===== src/sdp_phy_params.svh =====
/*
 * constants of the single-wire debug link physical-layer configuration:
 * register offsets, field positions, reset values and timing counts.
 * assumes it is included by bare name before the package and the module.
 */
`ifndef SDP_PHY_PARAMS_SVH
`define SDP_PHY_PARAMS_SVH

// register offsets on the link's own register access port
`define SDP_OFS_ERR_STATUS 4'h1
`define SDP_OFS_CTRL_A 4'h2
`define SDP_OFS_CTRL_B 4'h3
`define SDP_OFS_KEY_STATE 4'h7
`define SDP_OFS_RST_REQ 4'h8

// phy_control_a fields
`define SDP_A_IBD_BIT 7
`define SDP_A_PAR_BIT 5
`define SDP_A_TMO_BIT 4
`define SDP_A_RSP_BIT 3
`define SDP_A_GT_MSB 2
`define SDP_A_GT_LSB 0
`define SDP_A_WMASK 8'hbf

// phy_control_b fields
`define SDP_B_NACK_BIT 4
`define SDP_B_COLL_BIT 3
`define SDP_B_DIS_BIT 2
`define SDP_B_WMASK 8'h18

// key_state fields
`define SDP_K_UROW_BIT 5
`define SDP_K_PROG_BIT 4
`define SDP_K_ERASE_BIT 3

// reset values
`define SDP_RST_CTRL_A 8'h00
`define SDP_RST_CTRL_B 8'h00
`define SDP_RST_SIG_FIELD 3'h0

// system reset request signature
`define SDP_RST_SIGNATURE 8'h59

// timing counts
`define SDP_TIMEOUT_CYCLES 65536
`define SDP_GT_BASE 8'h80
`define SDP_GT_OFF 3'h7
`define SDP_IDLE_CHAR_BITS 12
`define SDP_IBD_CHARS 2

`endif


===== src/sdp_phy_pkg.sv =====
/*
 * types of the single-wire debug link physical-layer configuration.
 * assumes sdp_phy_params.svh holds the numeric constants.
 */
package sdp_phy_pkg;
    typedef enum logic [2:0] {
        SDP_ERR_NONE = 3'h0,
        SDP_ERR_PARITY = 3'h1,
        SDP_ERR_FRAME = 3'h2,
        SDP_ERR_TIMEOUT = 3'h3,
        SDP_ERR_START = 3'h4,
        SDP_ERR_CONTENTION = 3'h7
    } sdp_err_t;

    typedef enum logic [1:0] {
        SDP_TX_IDLE = 2'b00,
        SDP_TX_GUARD = 2'b01,
        SDP_TX_SEND = 2'b11,
        SDP_TX_GAP = 2'b10
    } sdp_tx_state_t;
endpackage : sdp_phy_pkg


===== src/sdp_phy_cfg.sv =====
/*
 * configuration and status logic of the single-wire debug link phy:
 * error signature, transmit pacing (guard time, inter-byte gap), access
 * timeout, key flags, system reset request and phy disable.
 * assumes every input comes from link logic on clk_sys and that the
 * register port is driven by the link's own register instructions.
 */
// How it works
// - error field loads the highest-priority flagged link error, clears when debugger reads it
// - codes 1 parity, 2 stop bit, 4 start bit, 7 contention
// - code 3 when access layer gives no answer in time
// - with inter-byte delay on, two idle characters separate load bytes
// - parity ignore set means parity errors are never flagged
// - access answer needed within 65536 cycles unless timeout detect off
// - response signature off suppresses every response signature
// - guard after receive-to-transmit is 128 halving to 2, 7 means none
// - each guard cycle lasts one bit period of the link
// - nack suppress stops nack on system reset during load or store
// - collision detection active while collision detect off is zero
// - phy disable drops clock request and resets settings and keys
// - key bit 5 shows user-row write key active
// - key bit 4 shows programming key, clears when programming ends
// - key bit 3 shows erase key, clears when erase completes
// - 0x59 asserts system reset, other values release, bit 0 reads it
`timescale 1ns/1ps
`include "sdp_phy_params.svh"

module sdp_phy_cfg #(
    parameter int TIMEOUT_CYCLES = `SDP_TIMEOUT_CYCLES
) (
    // clock and reset
    input wire logic clk_sys,
    input wire logic nrst,
    // register access from the link instruction decoder
    input wire logic reg_wr,
    input wire logic reg_rd,
    input wire logic [3:0] reg_addr,
    input wire logic [7:0] reg_wdata,
    output logic [7:0] reg_rdata,
    output logic reg_rvalid,
    // receiver error events
    input wire logic err_parity,
    input wire logic err_stop,
    input wire logic err_start,
    input wire logic err_contention,
    // access layer handshake
    input wire logic acc_start,
    input wire logic acc_done,
    output logic acc_timeout,
    // transmit pacing
    input wire logic bit_tick,
    input wire logic tx_req,
    input wire logic tx_first,
    input wire logic multi_load,
    input wire logic tx_done,
    output logic tx_start,
    // protocol controls
    input wire logic ldst_active,
    input wire logic sys_in_reset,
    output logic nack_send,
    output logic response_sig_off,
    output logic parity_ignore,
    output logic collision_detect_off,
    // key decoder
    input wire logic key_urow_set,
    input wire logic key_prog_set,
    input wire logic key_erase_set,
    input wire logic prog_done,
    input wire logic erase_done,
    // system side
    input wire logic link_wake,
    output logic system_reset_request,
    output logic phy_clk_req,
    output logic link_rst
);
    import sdp_phy_pkg::*;

    logic [7:0] ctrl_a;
    logic nack_suppress;
    logic [2:0] error_signature;
    logic user_row_key_active;
    logic mem_prog_key_active;
    logic erase_key_active;
    logic phy_disable;
    logic wr_a;
    logic wr_b;
    logic rd_err;
    logic [2:0] guard_time_sel;
    logic inter_byte_delay_en;
    logic timeout_detect_off;

    assign wr_a = reg_wr && reg_addr == `SDP_OFS_CTRL_A;
    assign wr_b = reg_wr && reg_addr == `SDP_OFS_CTRL_B;
    assign rd_err = reg_rd && reg_addr == `SDP_OFS_ERR_STATUS;
    assign guard_time_sel = ctrl_a[`SDP_A_GT_MSB:`SDP_A_GT_LSB];
    assign inter_byte_delay_en = ctrl_a[`SDP_A_IBD_BIT];
    assign timeout_detect_off = ctrl_a[`SDP_A_TMO_BIT];
    // disable acts on the written value; the bit itself never sticks
    assign phy_disable = wr_b && reg_wdata[`SDP_B_DIS_BIT];

    // link reset pulse and clock request
    always_ff @(posedge clk_sys) begin
        if (!nrst) begin
            link_rst <= 1'b0;
            phy_clk_req <= 1'b1;
        end else if (phy_disable) begin
            link_rst <= 1'b1;
            phy_clk_req <= 1'b0;
        end else begin
            link_rst <= 1'b0;
            if (link_wake) begin
                phy_clk_req <= 1'b1;
            end
        end
    end

    // control registers
    always_ff @(posedge clk_sys) begin
        if (!nrst || phy_disable) begin
            ctrl_a <= `SDP_RST_CTRL_A;
            nack_suppress <= 1'b0;
            collision_detect_off <= 1'b0;
        end else begin
            if (wr_a) begin
                ctrl_a <= reg_wdata & `SDP_A_WMASK;
            end
            if (wr_b) begin
                nack_suppress <= reg_wdata[`SDP_B_NACK_BIT];
                collision_detect_off <= reg_wdata[`SDP_B_COLL_BIT];
            end
        end
    end

    // copies for the receiver and protocol engine, kept as flops
    always_ff @(posedge clk_sys) begin
        if (!nrst || phy_disable) begin
            parity_ignore <= 1'b0;
            response_sig_off <= 1'b0;
        end else begin
            parity_ignore <= wr_a ? reg_wdata[`SDP_A_PAR_BIT]
                                  : ctrl_a[`SDP_A_PAR_BIT];
            response_sig_off <= wr_a ? reg_wdata[`SDP_A_RSP_BIT]
                                     : ctrl_a[`SDP_A_RSP_BIT];
        end
    end

    // access layer timeout; an answer in the last cycle still counts
    logic acc_wait;
    logic [16:0] acc_cnt;
    logic tmo_hit;
    assign tmo_hit = acc_wait && !timeout_detect_off
        && acc_cnt == 17'(TIMEOUT_CYCLES - 1);

    always_ff @(posedge clk_sys) begin
        if (!nrst || phy_disable) begin
            acc_wait <= 1'b0;
            acc_cnt <= 17'h0_0000;
            acc_timeout <= 1'b0;
        end else begin
            acc_timeout <= tmo_hit && !acc_done;
            if (acc_start) begin
                acc_wait <= 1'b1;
                acc_cnt <= 17'h0_0000;
            end else if (acc_done || tmo_hit) begin
                acc_wait <= 1'b0;
            end else if (acc_wait && !timeout_detect_off) begin
                acc_cnt <= acc_cnt + 17'h0_0001;
            end
        end
    end

    // error signature; a new error beats a clearing read
    sdp_err_t next_err;
    always_comb begin
        next_err = SDP_ERR_NONE;
        if (err_contention && !collision_detect_off) begin
            next_err = SDP_ERR_CONTENTION;
        end else if (err_start) begin
            next_err = SDP_ERR_START;
        end else if (err_stop) begin
            next_err = SDP_ERR_FRAME;
        end else if (err_parity && !parity_ignore) begin
            next_err = SDP_ERR_PARITY;
        end else if (acc_timeout) begin
            next_err = SDP_ERR_TIMEOUT;
        end
    end

    always_ff @(posedge clk_sys) begin
        if (!nrst || phy_disable) begin
            error_signature <= `SDP_RST_SIG_FIELD;
        end else if (next_err != SDP_ERR_NONE) begin
            error_signature <= next_err;
        end else if (rd_err) begin
            error_signature <= `SDP_RST_SIG_FIELD;
        end
    end

    // nack on a system reset that lands inside a load or store
    logic sys_rst_q;
    always_ff @(posedge clk_sys) begin
        if (!nrst) begin
            sys_rst_q <= 1'b0;
            nack_send <= 1'b0;
        end else begin
            sys_rst_q <= sys_in_reset;
            nack_send <= sys_in_reset && !sys_rst_q && ldst_active
                && !nack_suppress;
        end
    end

    // keys; a set in the same cycle as its clear wins
    always_ff @(posedge clk_sys) begin
        if (!nrst || phy_disable) begin
            user_row_key_active <= 1'b0;
            mem_prog_key_active <= 1'b0;
            erase_key_active <= 1'b0;
        end else begin
            if (key_urow_set) begin
                user_row_key_active <= 1'b1;
            end
            if (key_prog_set) begin
                mem_prog_key_active <= 1'b1;
            end else if (prog_done) begin
                mem_prog_key_active <= 1'b0;
            end
            if (key_erase_set) begin
                erase_key_active <= 1'b1;
            end else if (erase_done) begin
                erase_key_active <= 1'b0;
            end
        end
    end

    // system reset request; the link itself stays out of this reset
    always_ff @(posedge clk_sys) begin
        if (!nrst || phy_disable) begin
            system_reset_request <= 1'b0;
        end else if (reg_wr && reg_addr == `SDP_OFS_RST_REQ) begin
            system_reset_request <= reg_wdata == `SDP_RST_SIGNATURE;
        end
    end

    // register reads, answered one cycle after the request
    logic [7:0] rd_mux;
    always_comb begin
        rd_mux = 8'h00;
        unique case (reg_addr)
            `SDP_OFS_ERR_STATUS: begin
                rd_mux = {5'h00, error_signature};
            end
            `SDP_OFS_CTRL_A: begin
                rd_mux = ctrl_a;
            end
            `SDP_OFS_CTRL_B: begin
                rd_mux[`SDP_B_NACK_BIT] = nack_suppress;
                rd_mux[`SDP_B_COLL_BIT] = collision_detect_off;
            end
            `SDP_OFS_KEY_STATE: begin
                rd_mux[`SDP_K_UROW_BIT] = user_row_key_active;
                rd_mux[`SDP_K_PROG_BIT] = mem_prog_key_active;
                rd_mux[`SDP_K_ERASE_BIT] = erase_key_active;
            end
            `SDP_OFS_RST_REQ: begin
                rd_mux = {7'h00, system_reset_request};
            end
            default: begin
                rd_mux = 8'h00;
            end
        endcase
    end

    always_ff @(posedge clk_sys) begin
        if (!nrst) begin
            reg_rdata <= 8'h00;
            reg_rvalid <= 1'b0;
        end else begin
            reg_rvalid <= reg_rd;
            if (reg_rd) begin
                reg_rdata <= rd_mux;
            end
        end
    end

    // transmit pacing, counted in bit periods of the link
    sdp_tx_state_t tx_state;
    sdp_tx_state_t next_tx_state;
    logic [7:0] pace_cnt;
    logic [7:0] next_pace_cnt;
    logic next_tx_start;
    logic [7:0] guard_len;
    // guard halves per step; 7 would still shift to 1, so it is caught apart as none
    assign guard_len = (guard_time_sel == `SDP_GT_OFF) ? 8'h00
                     : (`SDP_GT_BASE >> guard_time_sel);

    always_comb begin
        next_tx_state = tx_state;
        next_pace_cnt = pace_cnt;
        next_tx_start = 1'b0;
        unique case (tx_state)
            SDP_TX_IDLE: begin
                if (tx_req && tx_first && guard_len != 8'h00) begin
                    next_tx_state = SDP_TX_GUARD;
                    next_pace_cnt = guard_len;
                end else if (tx_req && !tx_first && multi_load
                        && inter_byte_delay_en) begin
                    next_tx_state = SDP_TX_GAP;
                    next_pace_cnt = 8'(`SDP_IBD_CHARS
                        * `SDP_IDLE_CHAR_BITS);
                end else if (tx_req) begin
                    next_tx_state = SDP_TX_SEND;
                    next_tx_start = 1'b1;
                end
            end
            SDP_TX_GUARD, SDP_TX_GAP: begin
                if (bit_tick) begin
                    next_pace_cnt = pace_cnt - 8'h01;
                    if (pace_cnt == 8'h01) begin
                        next_tx_state = SDP_TX_SEND;
                        next_tx_start = 1'b1;
                    end
                end
            end
            SDP_TX_SEND: begin
                if (tx_done) begin
                    next_tx_state = SDP_TX_IDLE;
                end
            end
        endcase
    end

    always_ff @(posedge clk_sys) begin
        if (!nrst || phy_disable) begin
            tx_state <= SDP_TX_IDLE;
            pace_cnt <= 8'h00;
            tx_start <= 1'b0;
        end else begin
            tx_state <= next_tx_state;
            pace_cnt <= next_pace_cnt;
            tx_start <= next_tx_start;
        end
    end
endmodule : sdp_phy_cfg


===== config.mk =====
export PLATFORM = sky130hd
export DESIGN_NAME = sdp_phy_cfg
export DESIGN_NICKNAME = d
export VERILOG_FILES = /design/src/sdp_phy_pkg.sv /design/src/sdp_phy_cfg.sv
export VERILOG_INCLUDE_DIRS = /design/src /design/src/src
export SDC_FILE = /design/constraint.sdc
export NUM_CORES = 1
export LEC_CHECK = 0
export ABC_AREA = 1
export BUFFER_PORTS_ARGS = -buffer_cell sky130_fd_sc_hd__buf_2
export CAP_MARGIN = 40
export CORE_MARGIN = 2
export CORE_UTILIZATION = 56
export DETAILED_ROUTE_END_ITERATION = 10
export GPL_ROUTABILITY_DRIVEN = 1
export GPL_TIMING_DRIVEN = 1
export PLACE_DENSITY = 0.8
export SLEW_MARGIN = 20
export SYNTH_ARGS = -nofsm -noshare
export SYNTH_HDL_FRONTEND = slang
export SYNTH_SLANG_ARGS = --single-unit

===== constraint.sdc =====
create_clock -name clk_sys -period 2.2 [get_ports clk_sys]
set_input_delay 0 -clock clk_sys [delete_from_list [all_inputs] [get_ports clk_sys]]
set_output_delay 0 -clock clk_sys [all_outputs]
set_load 0.005 [all_outputs]

## Word level (Yosys, flattened, before mapping)

Index checks and enable logic that the tools add are counted.

- Flip-flop bits (word level): 61
- Output and inout bits: 18
- Word-level logic and storage cells: 125

- $add $sub $neg: 2
- Equality and inequality tests: 17
- Shift-type cells: 1
- Multiplexer cells: 40
- Bitwise gates (word level): 1
- Reduce and logical (&&, ||, !) cells: 42

Operator list:

| operator | number |
|---|---|
| $mux 8 | 4 |
| $mux 2 | 10 |
| $logic_and 1x1->1 | 18 |
| $add 17x1->17 const B | 1 |
| $eq 17x16->1 const B | 1 |
| $mux 1 | 16 |
| $pmux 8 s2 | 1 |
| $mux 3 | 4 |
| $pmux 2 s3 | 2 |
| $reduce_bool 2->1 | 6 |
| $pmux 3 s3 | 1 |
| $eq 4x2->1 const B | 2 |
| $eq 8x1->1 const B | 1 |
| $eq 8x7->1 const B | 1 |
| $logic_not 1->1 | 8 |
| $reduce_bool 8->1 | 1 |
| $shr 8x3->8 const A | 1 |
| $sub 8x1->8 const B | 1 |
| $ne 2x2->1 const B | 3 |
| $eq 2x2->1 const B | 2 |
| $eq 4x1->1 const B | 1 |
| $eq 4x3->1 const B | 1 |
| $eq 4x4->1 const B | 1 |
| $ne 4x4->1 const B | 1 |
| other kinds (12) | 15 |

## Longest topological paths before layout

Gate-level depths: netlist (run 1).

- Depth after elaboration: 8
- Mapped depth: 13
- Mapped depth without buffers: 13

## Worst setup path before layout (run 1)

Ideal clock, no wire load.

- Kind: reg2reg
- Start: register acc_cnt[0]
- End: register acc_cnt[3]
- Setup time: 66 ps
- Arrival: 1,728 ps
- Slack: 406 ps
- Stages on the path, launching flop included: 11
- Path buffers: 0
- Clock period less this slack: 1,794 ps
- Cell sequence: dfxtp_1 -> ha_1 -> nand2_1 -> inv_1 -> nand3_2 -> nor2_1 -> ha_1 -> nor3_4 -> nand2_1 -> or2_2 -> a21oi_2

- Cells in the longest elaborated chain, start to end: 5
- Elaborated cells on any way between the ends: 6
- Classes of those cells: 1 x add/sub; 1 x eq/ne; 1 x bitwise; 3 x reduce/logical

RTL lines:

| element | RTL line | source |
|---|---|---|
| from (decl) | sdp_phy_cfg.sv:149 | `logic [16:0] acc_cnt;` |
| from (signal assigned) | sdp_phy_cfg.sv:167 | `acc_cnt <= acc_cnt + 17'h0_0001;` |
| parallel branches: the longest is 5 deep, another holds $add 17x1->17 | -- |  |

Several ways; the timed one is not identified.
A chain may end at the register's enable or synchronous reset.

## Worst setup path after layout (run 1)

- Start: register acc_cnt[0]
- End: register acc_cnt[9]

Same word-level chain as after synthesis.

==> results of run 1 <==
-- cell type report --
| type | count | area (µm²) | area share, % |
|---|---|---|---|
| multi-input combinational | 311 | 1570 | 40.7 |
| sequential | 60 | 1200 | 31.1 |
| timing repair buffer | 79 | 531 | 13.7 |
| inverter | 72 | 270 | 6.99 |
| clock buffer | 10 | 138 | 3.56 |
| tap | 72 | 90.1 | 2.33 |
| clock inverter | 6 | 63.8 | 1.65 |
-- Yosys cell counts --
library cell	count
nor3_1	7
nor4_1	2
o211ai_1	3
inv_1	68
o21a_1	2
dfxtp_1	60
inv_2	4
nor2_4	5
nand2_4	1
nor3_4	1
nand3_1	25
nand3_2	3
nand3_4	2
buf_6	2
nand2_2	4
nor2_1	55
buf_2	1
a21oi_1	37
ha_1	6
a31oi_1	1
o21ai_1	1
or2_2	2
o21ai_0	32
o22ai_1	2
xor2_1	2
nand2_1	101
nand4_1	8
a21oi_2	6
nor2_2	1
buf_4	2
clkbuf_1	2
conb_1	1
xnor2_1	1
-- flip-flops by register name (all words and copies together), names as in the netlist, 2 cells and up --
| name | count |
|---|---|
| ctrl_a | 7 |
| error_signature | 3 |
| reg_rdata | 7 |
| pace_cnt | 8 |
| acc_cnt | 17 |
| tx_state | 2 |
-- worst max-delay path, delay by kind of cell (launching register included) --
family | cells | cell delay (ps)
buffers and inverters | 2 | 170
AO/OA/AOI/OAI | 2 | 230
adder cells (fa/ha/maj) | 2 | 450
flip-flops | 1 | 330
AND/OR/NAND/NOR | 6 | 670
-- per-layer routing --
metal	routed length [µm]	vias to the layer above	global-route usage (%)
li1	-	1601	-
met1	3300	1389	31.2
met2	3550	120	43.1
met3	432	14	4.60
met4	128	0	11.8
met5	0	-	0
-- cells by family (layout without fill, tap and decap cells) --
group / count (synthesis) / count (layout) / synth area share, %
compound gates: 84 / 84 / 14.9
xor+xnor: 3 / 3 / 0.851
fa+ha+maj: 6 / 6 / 2.43
buf+inv: 79 / 167 / 10.4
flops: 60 / 60 / 38.9
other cells: 1 / 1 / 0.121
simple gates: 217 / 217 / 32.4
-- repair_timing --
item	CTS	global route
resized for setup	0	2
setup buffers	0	0
setup endpoints to repair	0	3
endpoints found under the hold margin	28	0
hold buffers	26	0
-- cells in the final DEF (no fill, tap or decap), types with 8 or more instances in the layout --
cell type,n
a21oi_1,37
buf_2,51
clkbuf_8,10
dfxtp_1,60
dlygate4sd3_1,26
inv_1,68
nand2_1,101
nand3_1,25
nand4_1,8
nor2_1,54
o21ai_0,32
-- worst paths after layout --
kind	startpoint	to	slack, ps	cells after the start
hold / removal	err_contention	error_signature[2]	10	3
hold reg to reg	sys_rst_q	nack_send	400	1
setup / recovery	acc_cnt[0]	acc_cnt[9]	230	12
setup reg to reg	acc_cnt[0]	acc_cnt[9]	230	12
-- power groups by stage --
stage	Combinational, mW	Sequential [mW]	Clock [mW]
after floorplan	0.856	1.28	0
after global placement	1.12	1.29	0
after detailed placement	1.15	1.29	0
after CTS	1.19	1.27	1.01
after global routing	1.40	1.29	1.05
final	1.21	1.27	0.996
-- through the flow --
stage | hold slack (ps) | instance area [µm²] | worst slack, ps | utilization (%)
finish | 9.63 | 3870 | 228 | 71.5
CTS | 1.72 | 3860 | 204 | 71.4
global route | 19.6 | 3870 | 22.4 | 71.5
detailed placement | 212 | 3400 | 231 | 62.8
global placement | 210 | 3400 | 289 | 62.8
floorplan | 78.8 | 3090 | 406 | -
==> summary.txt, run 1 <==
Floorplan
  • Die ar.: 6120 µm²
  • # IOs: between 50 and 60
  • Core Region: between 5000 and 6000 µm²
  • Num rows: 27
  • Initial core utilization: a little under three fifths
  • Die X: 78.2 µm
  • Die height: 78.2 µm

Global route
  • Vias in the first global route: between 2k and 3k
  • Largest net degree at the start of global routing: 17
  • Total grt overflow: 0
  • Global-route wire length before repair: about 12000 µm
  • Initial antenna violation count: 0
  • GRT Total Usage: approximately 25%

Worst setup path
  • Critical-path cell list: ha_1, nand2_1, inv_1, nand3_2, nor2_1, ha_1, inv_1, nand3_4, nor2_1, nand2_1, o21ai_0, a21oi_1
  • Slowest cell delay on critical path: ~330 ps
  • Critical Path RT: 2410 ps
  • Crit Path Category: reg2reg
  • Critical path arrival: 2180 ps
  • Critical-path maximum fanout: 10
  • Slowest-stage cell, CP: dfxtp_1
  • Worst setup EP type: register
  • Critical Path Source Type: register

Route
  • Post-route ant nets: 0
  • Detailed Routing Iterations Pass 1: 5
  • DRC Markers: 0
  • Post-Route WL: 7410 µm
  • Vias: approximately 3.1k
  • Via density: slightly above 5
  • Wire per inst: roughly 12 µm
  • Initial drt markers: roughly 180

Synthesis
  • Avg Cell Area, Syn: about 7 µm²
  • Syn nets: 491
  • Post-synth top area share: 38.9%
  • Mapped cell area: 3090 µm²
  • Sequential area share after synthesis: about two fifths
  • Distinct cell type count after synthesis: 33
  • Synth area leader: dfxtp_1
  • Cells after Synth: 450
  • Synthesized flop and latch total: 60
  • Ranking of synthesized cells by area: dfxtp_1 (39%), nand2_1 (12%), inv_1 (8.3%)
  • Yosys warns: 0

Pwr
  • Internal power: roughly 2.2 mW
  • PwrDens: roughly 900 nW/µm²
  • Leak: 1.66 nW
  • Clock power share: ~29%
  • Worst VDD drop: 0.000531 V
  • Sequential Power Share: between 30% and 40%
  • Part of the power in combinational logic: between 30% and 40%
  • Sw Share: 36.9%
  • Power Total: 3.48 mW
  • Psw: about 1.3 mW

Outcome
  • Status: complete, no violations

Finish
  • Post-Layout Cell Count: 610
  • Fraction of layout instances using a drive strength above 1: a little under a fifth
  • Fin nets: 574
  • Fillers: 416
  • Area growth syn-to-layout: 25.3%
  • Antenna cell count: 0

STA
  • Setup TNS: 0 ps
  • Final setup vio count: 0
  • Tcrit/Tclk final: about 90%
  • Fin crit period: about 2000 ps
  • Hold Vio Cnt, Final: 0
  • Clock skew: 7.15 ps
  • Fmax: about 510 MHz
  • RSZ-0062 raised after global routing: false
  • Fin. max-slew vios: 0

Clock network
  • CTS root buf: clkbuf_8
  • H-Tree Depth: 3
  • Clock-pin slew on the worst setup and hold paths: roughly 70 ps
  • CTS tree: built
  • Clk buf depth: 2
  • Skew-Pair Late Insertion Delay: between 300 and 400 ps
  • Cts bufs inserted: 9
  • Clk sinks: 60

Placement
  • DPL Wire Length: ~5100 µm
  • Gpl congestion: around 0.87
  • Post-placement cell count: 568
  • Port buffer count: approximately 50

Run
  • Max Cap Viol: 0

Worst hold path
  • Hold Path Class: in2reg
Note: power is estimated with default switching activity, not from simulation.
==> run 2, diff against run 1 <==
- HOLD_SLACK_MARGIN: not set -> 0.03
==> run 2 against run 1 <==
  * Clock skew barely moved
  * Sequential cell count is the same
  * Global-route usage up 0.46 points
  * Non-clock buffer count up 5
  * Largest cell class unchanged
  * Worst setup slack worse by 3.0 ps
  * Clock-buffer cell count is the same
  * Sequential share of layout area down 0.40 points
  * Critical path type unchanged
==> summary.txt, run 2 (synthesis gave the netlist of run 1 again) <==
Worst setup path
  • Worst Path Buf+Inv: 2 (unchanged)
  • Crit Path Category: reg2reg
  • R2r setup slk: 230 ps (about the same)
  • Reg2Reg Launch Point: acc_cnt[0]
  • Worst setup EP type: register
  • Reg2reg path depth: 12 (unchanged)
  • Critical Path RT: 2410 ps (about the same)
  • Critical Path Source Type: register
  • Worst Setup SP: acc_cnt[0]
  • Crit path max-delay family: simple AND/OR/NAND/NOR gates
  • Critical path arrival: 2190 ps (about the same)
  • WP depth: 12 (unchanged)
  • Critical-path maximum fanout: 10 (unchanged)
  • Critical-path cell list: ha_1, nand2_1, inv_1, nand3_2, nor2_1, ha_1, inv_1, nand3_4, nor2_1, nand2_1, o21ai_0, a21oi_1
  • Slowest cell delay on critical path: 330 ps (about the same)
  • Slowest-stage cell, CP: dfxtp_1

Clock network
  • H-Tree Depth: 3 (unchanged)
  • Clk buf depth: 2 (unchanged)
  • Cts bufs inserted: 9 (unchanged)
  • CTS root buf: clkbuf_8
  • Clock-pin slew on the worst setup and hold paths: 70 ps (about the same)
  • Skew-Pair Late Insertion Delay: 340 ps (about the same)
  • # Post-CTS Setup Buffers: 0 (unchanged)
  • Clk sinks: 60 (unchanged)
  • CTS tree: built

Pwr
  • Part of the power in combinational logic: 34.7% (about the same)
  • Clock power share: 28.6% (about the same)
  • Sequential Power Share: 36.7% (about the same)
  • PwrDens: 886 nW/µm² (-1.4%)
  • Sw Share: 36.7% (-0.16 points)
  • Psw: 1.27 mW (-0.57%)
  • Power Total: 3.47 mW (-0.13%)
  • Internal power: 2.20 mW (+0.13%)
  • Worst VDD drop: 0.000528 V (-0.50%)
  • Leak: 1.68 nW (+1.2%)

Finish
  • Post-Layout Cell Count: 615 (+0.82%)
  • Top reg by flops: acc_cnt
  • Fin nets: 579 (+0.87%)
  • Most frequent cells in the layout: nand2_1 (101), inv_1 (68), dfxtp_1 (60)
  • Commonest non-fill, non-tap cell in the layout: nand2_1
  • Fraction of layout instances using a drive strength above 1: 18.4% (-0.17 points)
  • Max FFs per register: 17 (unchanged)
  • Area growth syn-to-layout: 26.9%
  • Largest regs: acc_cnt x17, pace_cnt x8
  • Antenna cell count: 0 (unchanged)

Floorplan
  • Num rows: 27 (unchanged)
  • Initial core utilization: 57.1% (unchanged)
  • Core Region: 5410 µm² (unchanged)
  • Die X: 78.2 µm (unchanged)
  • Die ar.: 6120 µm² (unchanged)
  • # IOs: 53 (unchanged)
  • Die height: 78.2 µm (unchanged)

Route
  • Post-Route WL: 7490 µm (+1.1%)
  • DRC Markers: 0 (unchanged)
  • Wire per inst: 12.2 µm (+0.26%)
  • Initial drt markers: 197 (+12%)
  • Via density: 5.07 (-1.0%)
  • Post-route ant nets: 0 (unchanged)
  • Vias: 3117 (-0.22%)
  • Detailed Routing Iterations Pass 1: 5 (unchanged)

STA
  • Final setup vio count: 0 (unchanged)
  • Clock skew: 7.41 ps (+0.260 ps)
  • Fin crit period: 1970 ps (+3.02 ps)
  • Setup TNS: 0 ps (unchanged)
  • Hold Vio Cnt, Final: 0 (unchanged)
  • Fmax: 506 MHz (-0.15%)
  • Fin. max-slew vios: 0 (unchanged)
  • RSZ-0062 raised after global routing: false
  • Tcrit/Tclk final: 89.8% (+0.14 points)

Global route
  • GRT Total Usage: 25.8% (+0.46 points)
  • Initial antenna violation count: 0 (unchanged)
  • Total grt overflow: 0 (unchanged)
  • Largest net degree at the start of global routing: 17 (unchanged)
  • Vias in the first global route: 2955 (+1.9%)
  • Global-route wire length before repair: 12600 µm (+1.4%)

Placement
  • DPL Wire Length: 5090 µm (unchanged)
  • Gpl congestion: 0.871 (unchanged)
  • Post-placement cell count: 568 (unchanged)
  • Port buffer count: 51 (unchanged)

Outcome
  • Status: complete, no violations

Worst hold path
  • Origin of the worst min-delay path: reg_wr
  • Min-Delay Path Depth: 4 (+1)
  • Hold Path Class: in2reg

Run
  • Max Cap Viol: 0 (unchanged)
[run 2: changes by cell type in the layout (fill, tap and decap cells not counted)]
cell	before	now
dlygate4sd3_1	26	31
[run 2: layout make-up]
class	instances	area [µm²]
Clock inverter	6	63.8
Timing Repair Buffer	84	581
Fill cell	399	1490
Clock buffer	10	138
Tap cell	72	90.1
Sequential cell	60	1200
Multi-Input combinational cell	311	1570
Inverter	72	270
[run 2: what timing repair did]
item,CTS,global route
gates resized for setup,0,2
hold buffers,31,0
endpoints found under the setup margin,0,3
hold endpoints to repair,37,0
[run 2: worst reg2reg max path, delay by kind of cell, from the launching register on]
family / cells / cell delay [ps]
and+or+nand+nor: 6 / 670
adders and majority gates: 2 / 450
DFF: 1 / 330
AOI/OAI and AO/OA: 2 / 230
buffers and inverters: 2 / 170
[run 2: worst paths after layout]
path | to
worst max-delay path | acc_cnt[9]
worst min-delay path | collision_detect_off
worst max register to register | acc_cnt[9]
worst min register to register | nack_send
[run 2: per-layer routing]
metal  GRT usage, %  up-vias  share of wire (%)
li1               -     1613                  -
met1           30.9     1383                 44
met2           44.3      102                 48
met3           4.83       19                5.5
met4           12.8        0                2.3
met5              0        -                  0
[run 2: metrics by stage]
| stage | worst slack (ps) | hold slack (ps) | area [µm²] | util [%] |
|---|---|---|---|---|
| after floorplan | 406 | 78.8 | 3090 | - |
| after global placement | 289 | 210 | 3400 | 62.8 |
| after detailed placement | 231 | 212 | 3400 | 62.8 |
| after CTS | 204 | 71.1 | 3910 | 72.3 |
| after global routing | 22.4 | 107 | 3920 | 72.5 |
| final | 225 | 92.3 | 3920 | 72.5 |
[run 2: power groups by stage]
stage | registers (mW) | logic (mW) | clock network, mW
after global placement | 1.29 | 1.12 | 0
final | 1.27 | 1.20 | 0.994
after global routing | 1.29 | 1.40 | 1.05
after floorplan | 1.28 | 0.856 | 0
after CTS | 1.27 | 1.20 | 1.01
after detailed placement | 1.29 | 1.15 | 0
==> run 3, diff against run 2 <==
- ABC_AREA: 1 -> not set
- CORE_UTILIZATION: 56 -> 55
- PLACE_DENSITY: 0.8 -> 0.79
==> run 3 against run 2 <==
  * Maximum frequency decreased by 9.5%
  * Worst hold slack got worse by 31 ps
  * Worst setup slack got worse by 210 ps
  * Non-clock buffer count decreased by 1
  * Sequential cell count unchanged
  * Clock power decreased by 3.9%
  * Synthesized area decreased by 6.6%
  * Critical path type unchanged
  * Critical endpoint is now acc_cnt[13]
  * Largest cell class unchanged
==> summary.txt, run 3 <==
Finish
  • Top reg by flops: acc_cnt
  • Layout Cell Area excl Fill: 3700 µm² (-5.5%)
  • Post-Layout Cell Count: 486 (-21%)
  • Fillers: 402 (+0.75%)
  • Largest regs: acc_cnt x17, pace_cnt x8
  • Most frequent cells in the layout: dfxtp_1 (57), buf_2 (51), nor2_1 (34)
  • Util after Layout: 72.9% (+0.48 points)
  • Fraction of layout instances using a drive strength above 1: 22.6% (+4.2 points)
  • Max FFs per register: 17 (unchanged)
  • Area growth syn-to-layout: 28.3%
  • Antenna cell count: 0 (unchanged)
  • Commonest non-fill, non-tap cell in the layout: dfxtp_1
  • Fin nets: 453 (-22%)

STA
  • Setup slack after layout: 17.9 ps (-207 ps)
  • Fmax: 458 MHz (-9.5%)
  • Setup TNS: 0 ps (unchanged)
  • Fin. max-slew vios: 0 (unchanged)
  • Clock skew: 12.1 ps (+4.70 ps)
  • Fin crit period: 2180 ps (+207 ps)
  • Hold WS: 60.8 ps (-31.5 ps)
  • Final setup vio count: 0 (unchanged)
  • Max_slew headroom: 51.4%
  • Tcrit/Tclk final: 99.2% (+9.4 points)
  • RSZ-0062 raised after global routing: true
  • Hold Vio Cnt, Final: 0 (unchanged)
  • Worst-Margin Slew: 727 ps

Worst setup path
  • R2r setup slk: 20 ps (-210 ps)
  • Critical Path RT: 2450 ps (+40 ps)
  • Worst Setup SP: acc_cnt[1]
  • Critical path arrival: 2440 ps (+250 ps)
  • Critical-path maximum fanout: 8 (-2)
  • Slowest cell delay on critical path: 430 ps (+100 ps)
  • Setup crit end: acc_cnt[13]
  • Critical Path Source Type: register
  • Crit path max-delay family: simple AND/OR/NAND/NOR gates
  • WP depth: 9 (-3)
  • Worst Path Buf+Inv: 0 (-2)
  • Reg2reg path depth: 9 (-3)
  • Reg2Reg Launch Point: acc_cnt[1]
  • Critical-path cell list: ha_4, and2_4, nand2_2, nor3_1, ha_2, nor4b_4, nand4_1, or3_1, a21oi_2
  • Crit Path Category: reg2reg
  • Worst r2r dst: acc_cnt[13]
  • Slowest-stage cell, CP: or3_1
  • Worst setup EP type: register

Synthesis
  • Distinct cell type count after synthesis: 55 (+67%)
  • Post-synth top area share: 41.6% (+2.7 points)
  • Cells after Synth: 331 (-26%)
  • Synthesized flop and latch total: 60 (unchanged)
  • Commonest register cell after synthesis: dfxtp_1
  • Synth async-reset ratio: 0% (unchanged)
  • Yosys warns: 0 (unchanged)
  • Synth top cells by count: dfxtp_1 (60), nor2_1 (34), a21oi_1 (20), inv_1 (16), nand2_1 (15)
  • Synth area leader: dfxtp_1
  • Sequential area share after synthesis: 41.6% (+2.7 points)
  • Count leader, synth: dfxtp_1
  • Post-synth EDFFs: 0 (unchanged)
  • Avg Cell Area, Syn: 8.71 µm² (+27%)
  • Syn nets: 372 (-24%)
  • Mapped cell area: 2880 µm² (-6.6%)
  • Ranking of synthesized cells by area: dfxtp_1 (42%), nor2_1 (4.4%), mux2i_1 (3.8%)

Floorplan
  • Initial core utilization: 56.8% (-0.28 points)
  • Die ar.: 5840 µm² (-4.6%)
  • Die X: 76.4 µm (-2.3%)
  • Core Region: 5070 µm² (-6.1%)
  • # IOs: 53 (unchanged)
  • Num rows: 26 (-3.7%)
  • Die height: 76.4 µm (-2.3%)

Placement
  • DPL Wire Length: 4720 µm (-7.3%)
  • Pre-CTS WS: -76.1 ps (-307 ps)
  • DP Area: 3250 µm² (-4.4%)
  • Gpl congestion: 0.868 (-0.33%)
  • Post-placement cell count: 448 (-21%)
  • Port buffer count: 51 (unchanged)

Clock network
  • Clock-pin slew on the worst setup and hold paths: 70 ps (about the same)
  • Cts bufs inserted: 9 (unchanged)
  • Clk buf depth: 2 (unchanged)
  • H-Tree Depth: 3 (unchanged)
  • CTS root buf: clkbuf_8
  • # Post-CTS Setup Buffers: 0 (unchanged)
  • CTS tree: built
  • Clk sinks: 60 (unchanged)
  • Skew-Pair Late Insertion Delay: 330 ps (about the same)

Global route
  • Largest net degree at the start of global routing: 30 (+13)
  • GRT Total Usage: 24.5% (-1.3 points)
  • Initial antenna violation count: 0 (unchanged)
  • Global-route wire length before repair: 11700 µm (-7.3%)
  • Vias in the first global route: 2587 (-12%)
  • Total grt overflow: 0 (unchanged)

Route
  • Via density: 5.63 (+11%)
  • Post-route ant nets: 0 (unchanged)
  • DRC Markers: 0 (unchanged)
  • Detailed Routing Iterations Pass 1: 4 (-1)
  • Vias: 2736 (-12%)
  • Post-Route WL: 7020 µm (-6.2%)
  • Wire per inst: 14.4 µm (+19%)
  • Initial drt markers: 90 (-54%)

Pwr
  • PwrDens: 886 nW/µm² (about the same)
  • Worst VDD drop: 0.000592 V (+12%)
  • Power Total: 3.28 mW (-5.5%)
  • Leak: 1.55 nW (-8.0%)

Worst hold path
  • Hold Path Class: in2reg

Outcome
  • Status: complete, no violations

Run
  • Max Cap Viol: 0 (unchanged)
-- run 3: changes by cell type after synthesis, moves of 7 or more --
cell,before,now
o21ai_0,32,14
a21oi_1,37,20
inv_1,68,16
clkbuf_1,2,12
nand2b_1,0,10
nor2_1,55,34
or3_1,0,7
nand2_1,101,15
mux2i_1,0,11
nand3_1,25,13
-- run 3: how the worst min path moves through the flow --
stage,startpoint,end,slack (ps),cells after the start
6_report,reg_addr[3],link_rst,60,4
5_1_grt,reg_addr[3],link_rst,90,4
4_1_cts,reg_addr[3],link_rst,30,4
3_5_place_dp,key_urow_set,user_row_key_active,210,3
3_3_place_gp,key_erase_set,erase_key_active,200,3
2_1_floorplan,nrst,phy_clk_req,60,1
-- run 3: cell type report --
class	instances	area, µm²	share of cell area [%]
Timing Repair Buffer	83	553	14.9
Tap cell	70	87.6	2.37
Sequential cell	60	1200	32.6
Clock buffer	13	149	4.02
Inverter	16	60.1	1.62
Multi-Input combinational cell	242	1610	43.5
Clock inverter	2	35.0	0.947
-- run 3: cells by family after synthesis --
| family | synth area share [%] |
|---|---|
| XOR/XNOR | 2.43 |
| AO/OA/AOI/OAI | 18.0 |
| other | 0.130 |
| flip-flops | 41.6 |
| buffers and inverters | 3.90 |
| multiplexers | 4.99 |
| AND/OR/NAND/NOR | 26.2 |
| adder cells (fa/ha/maj) | 2.60 |
-- run 3: timing repair --
action,in CTS,in global routing
hold endpoints to repair,28,0
hold buffers,23,0
endpoints found under the setup margin,7,8
pin swaps,2,6
resized for setup,1,11
-- run 3: worst reg2reg max path, delay by kind of cell, from the launching register on --
family	cells	cell delay (ps)
fa+ha+maj	2	350
compound gates	1	130
flops	1	340
simple gates	6	1280
-- run 3: report_power, final --
group	total, mW	internal (mW)	switching [mW]	leakage [nW]
clock	0.955	0.548	0.407	0.0935
combinational	1.08	0.467	0.609	0.964
sequential	1.25	1.17	0.0749	0.489
total	3.28	2.19	1.09	1.55
-- run 3: per-layer routing --
metal  vias up  global-route usage [%]  share of wire [%]
met3        10                    4.03                3.4
met2        68                    44.9                 52
met4         0                    10.5                1.6
li1       1363                       -                  -
met1      1295                    28.1                 43
met5         -                       0                  0
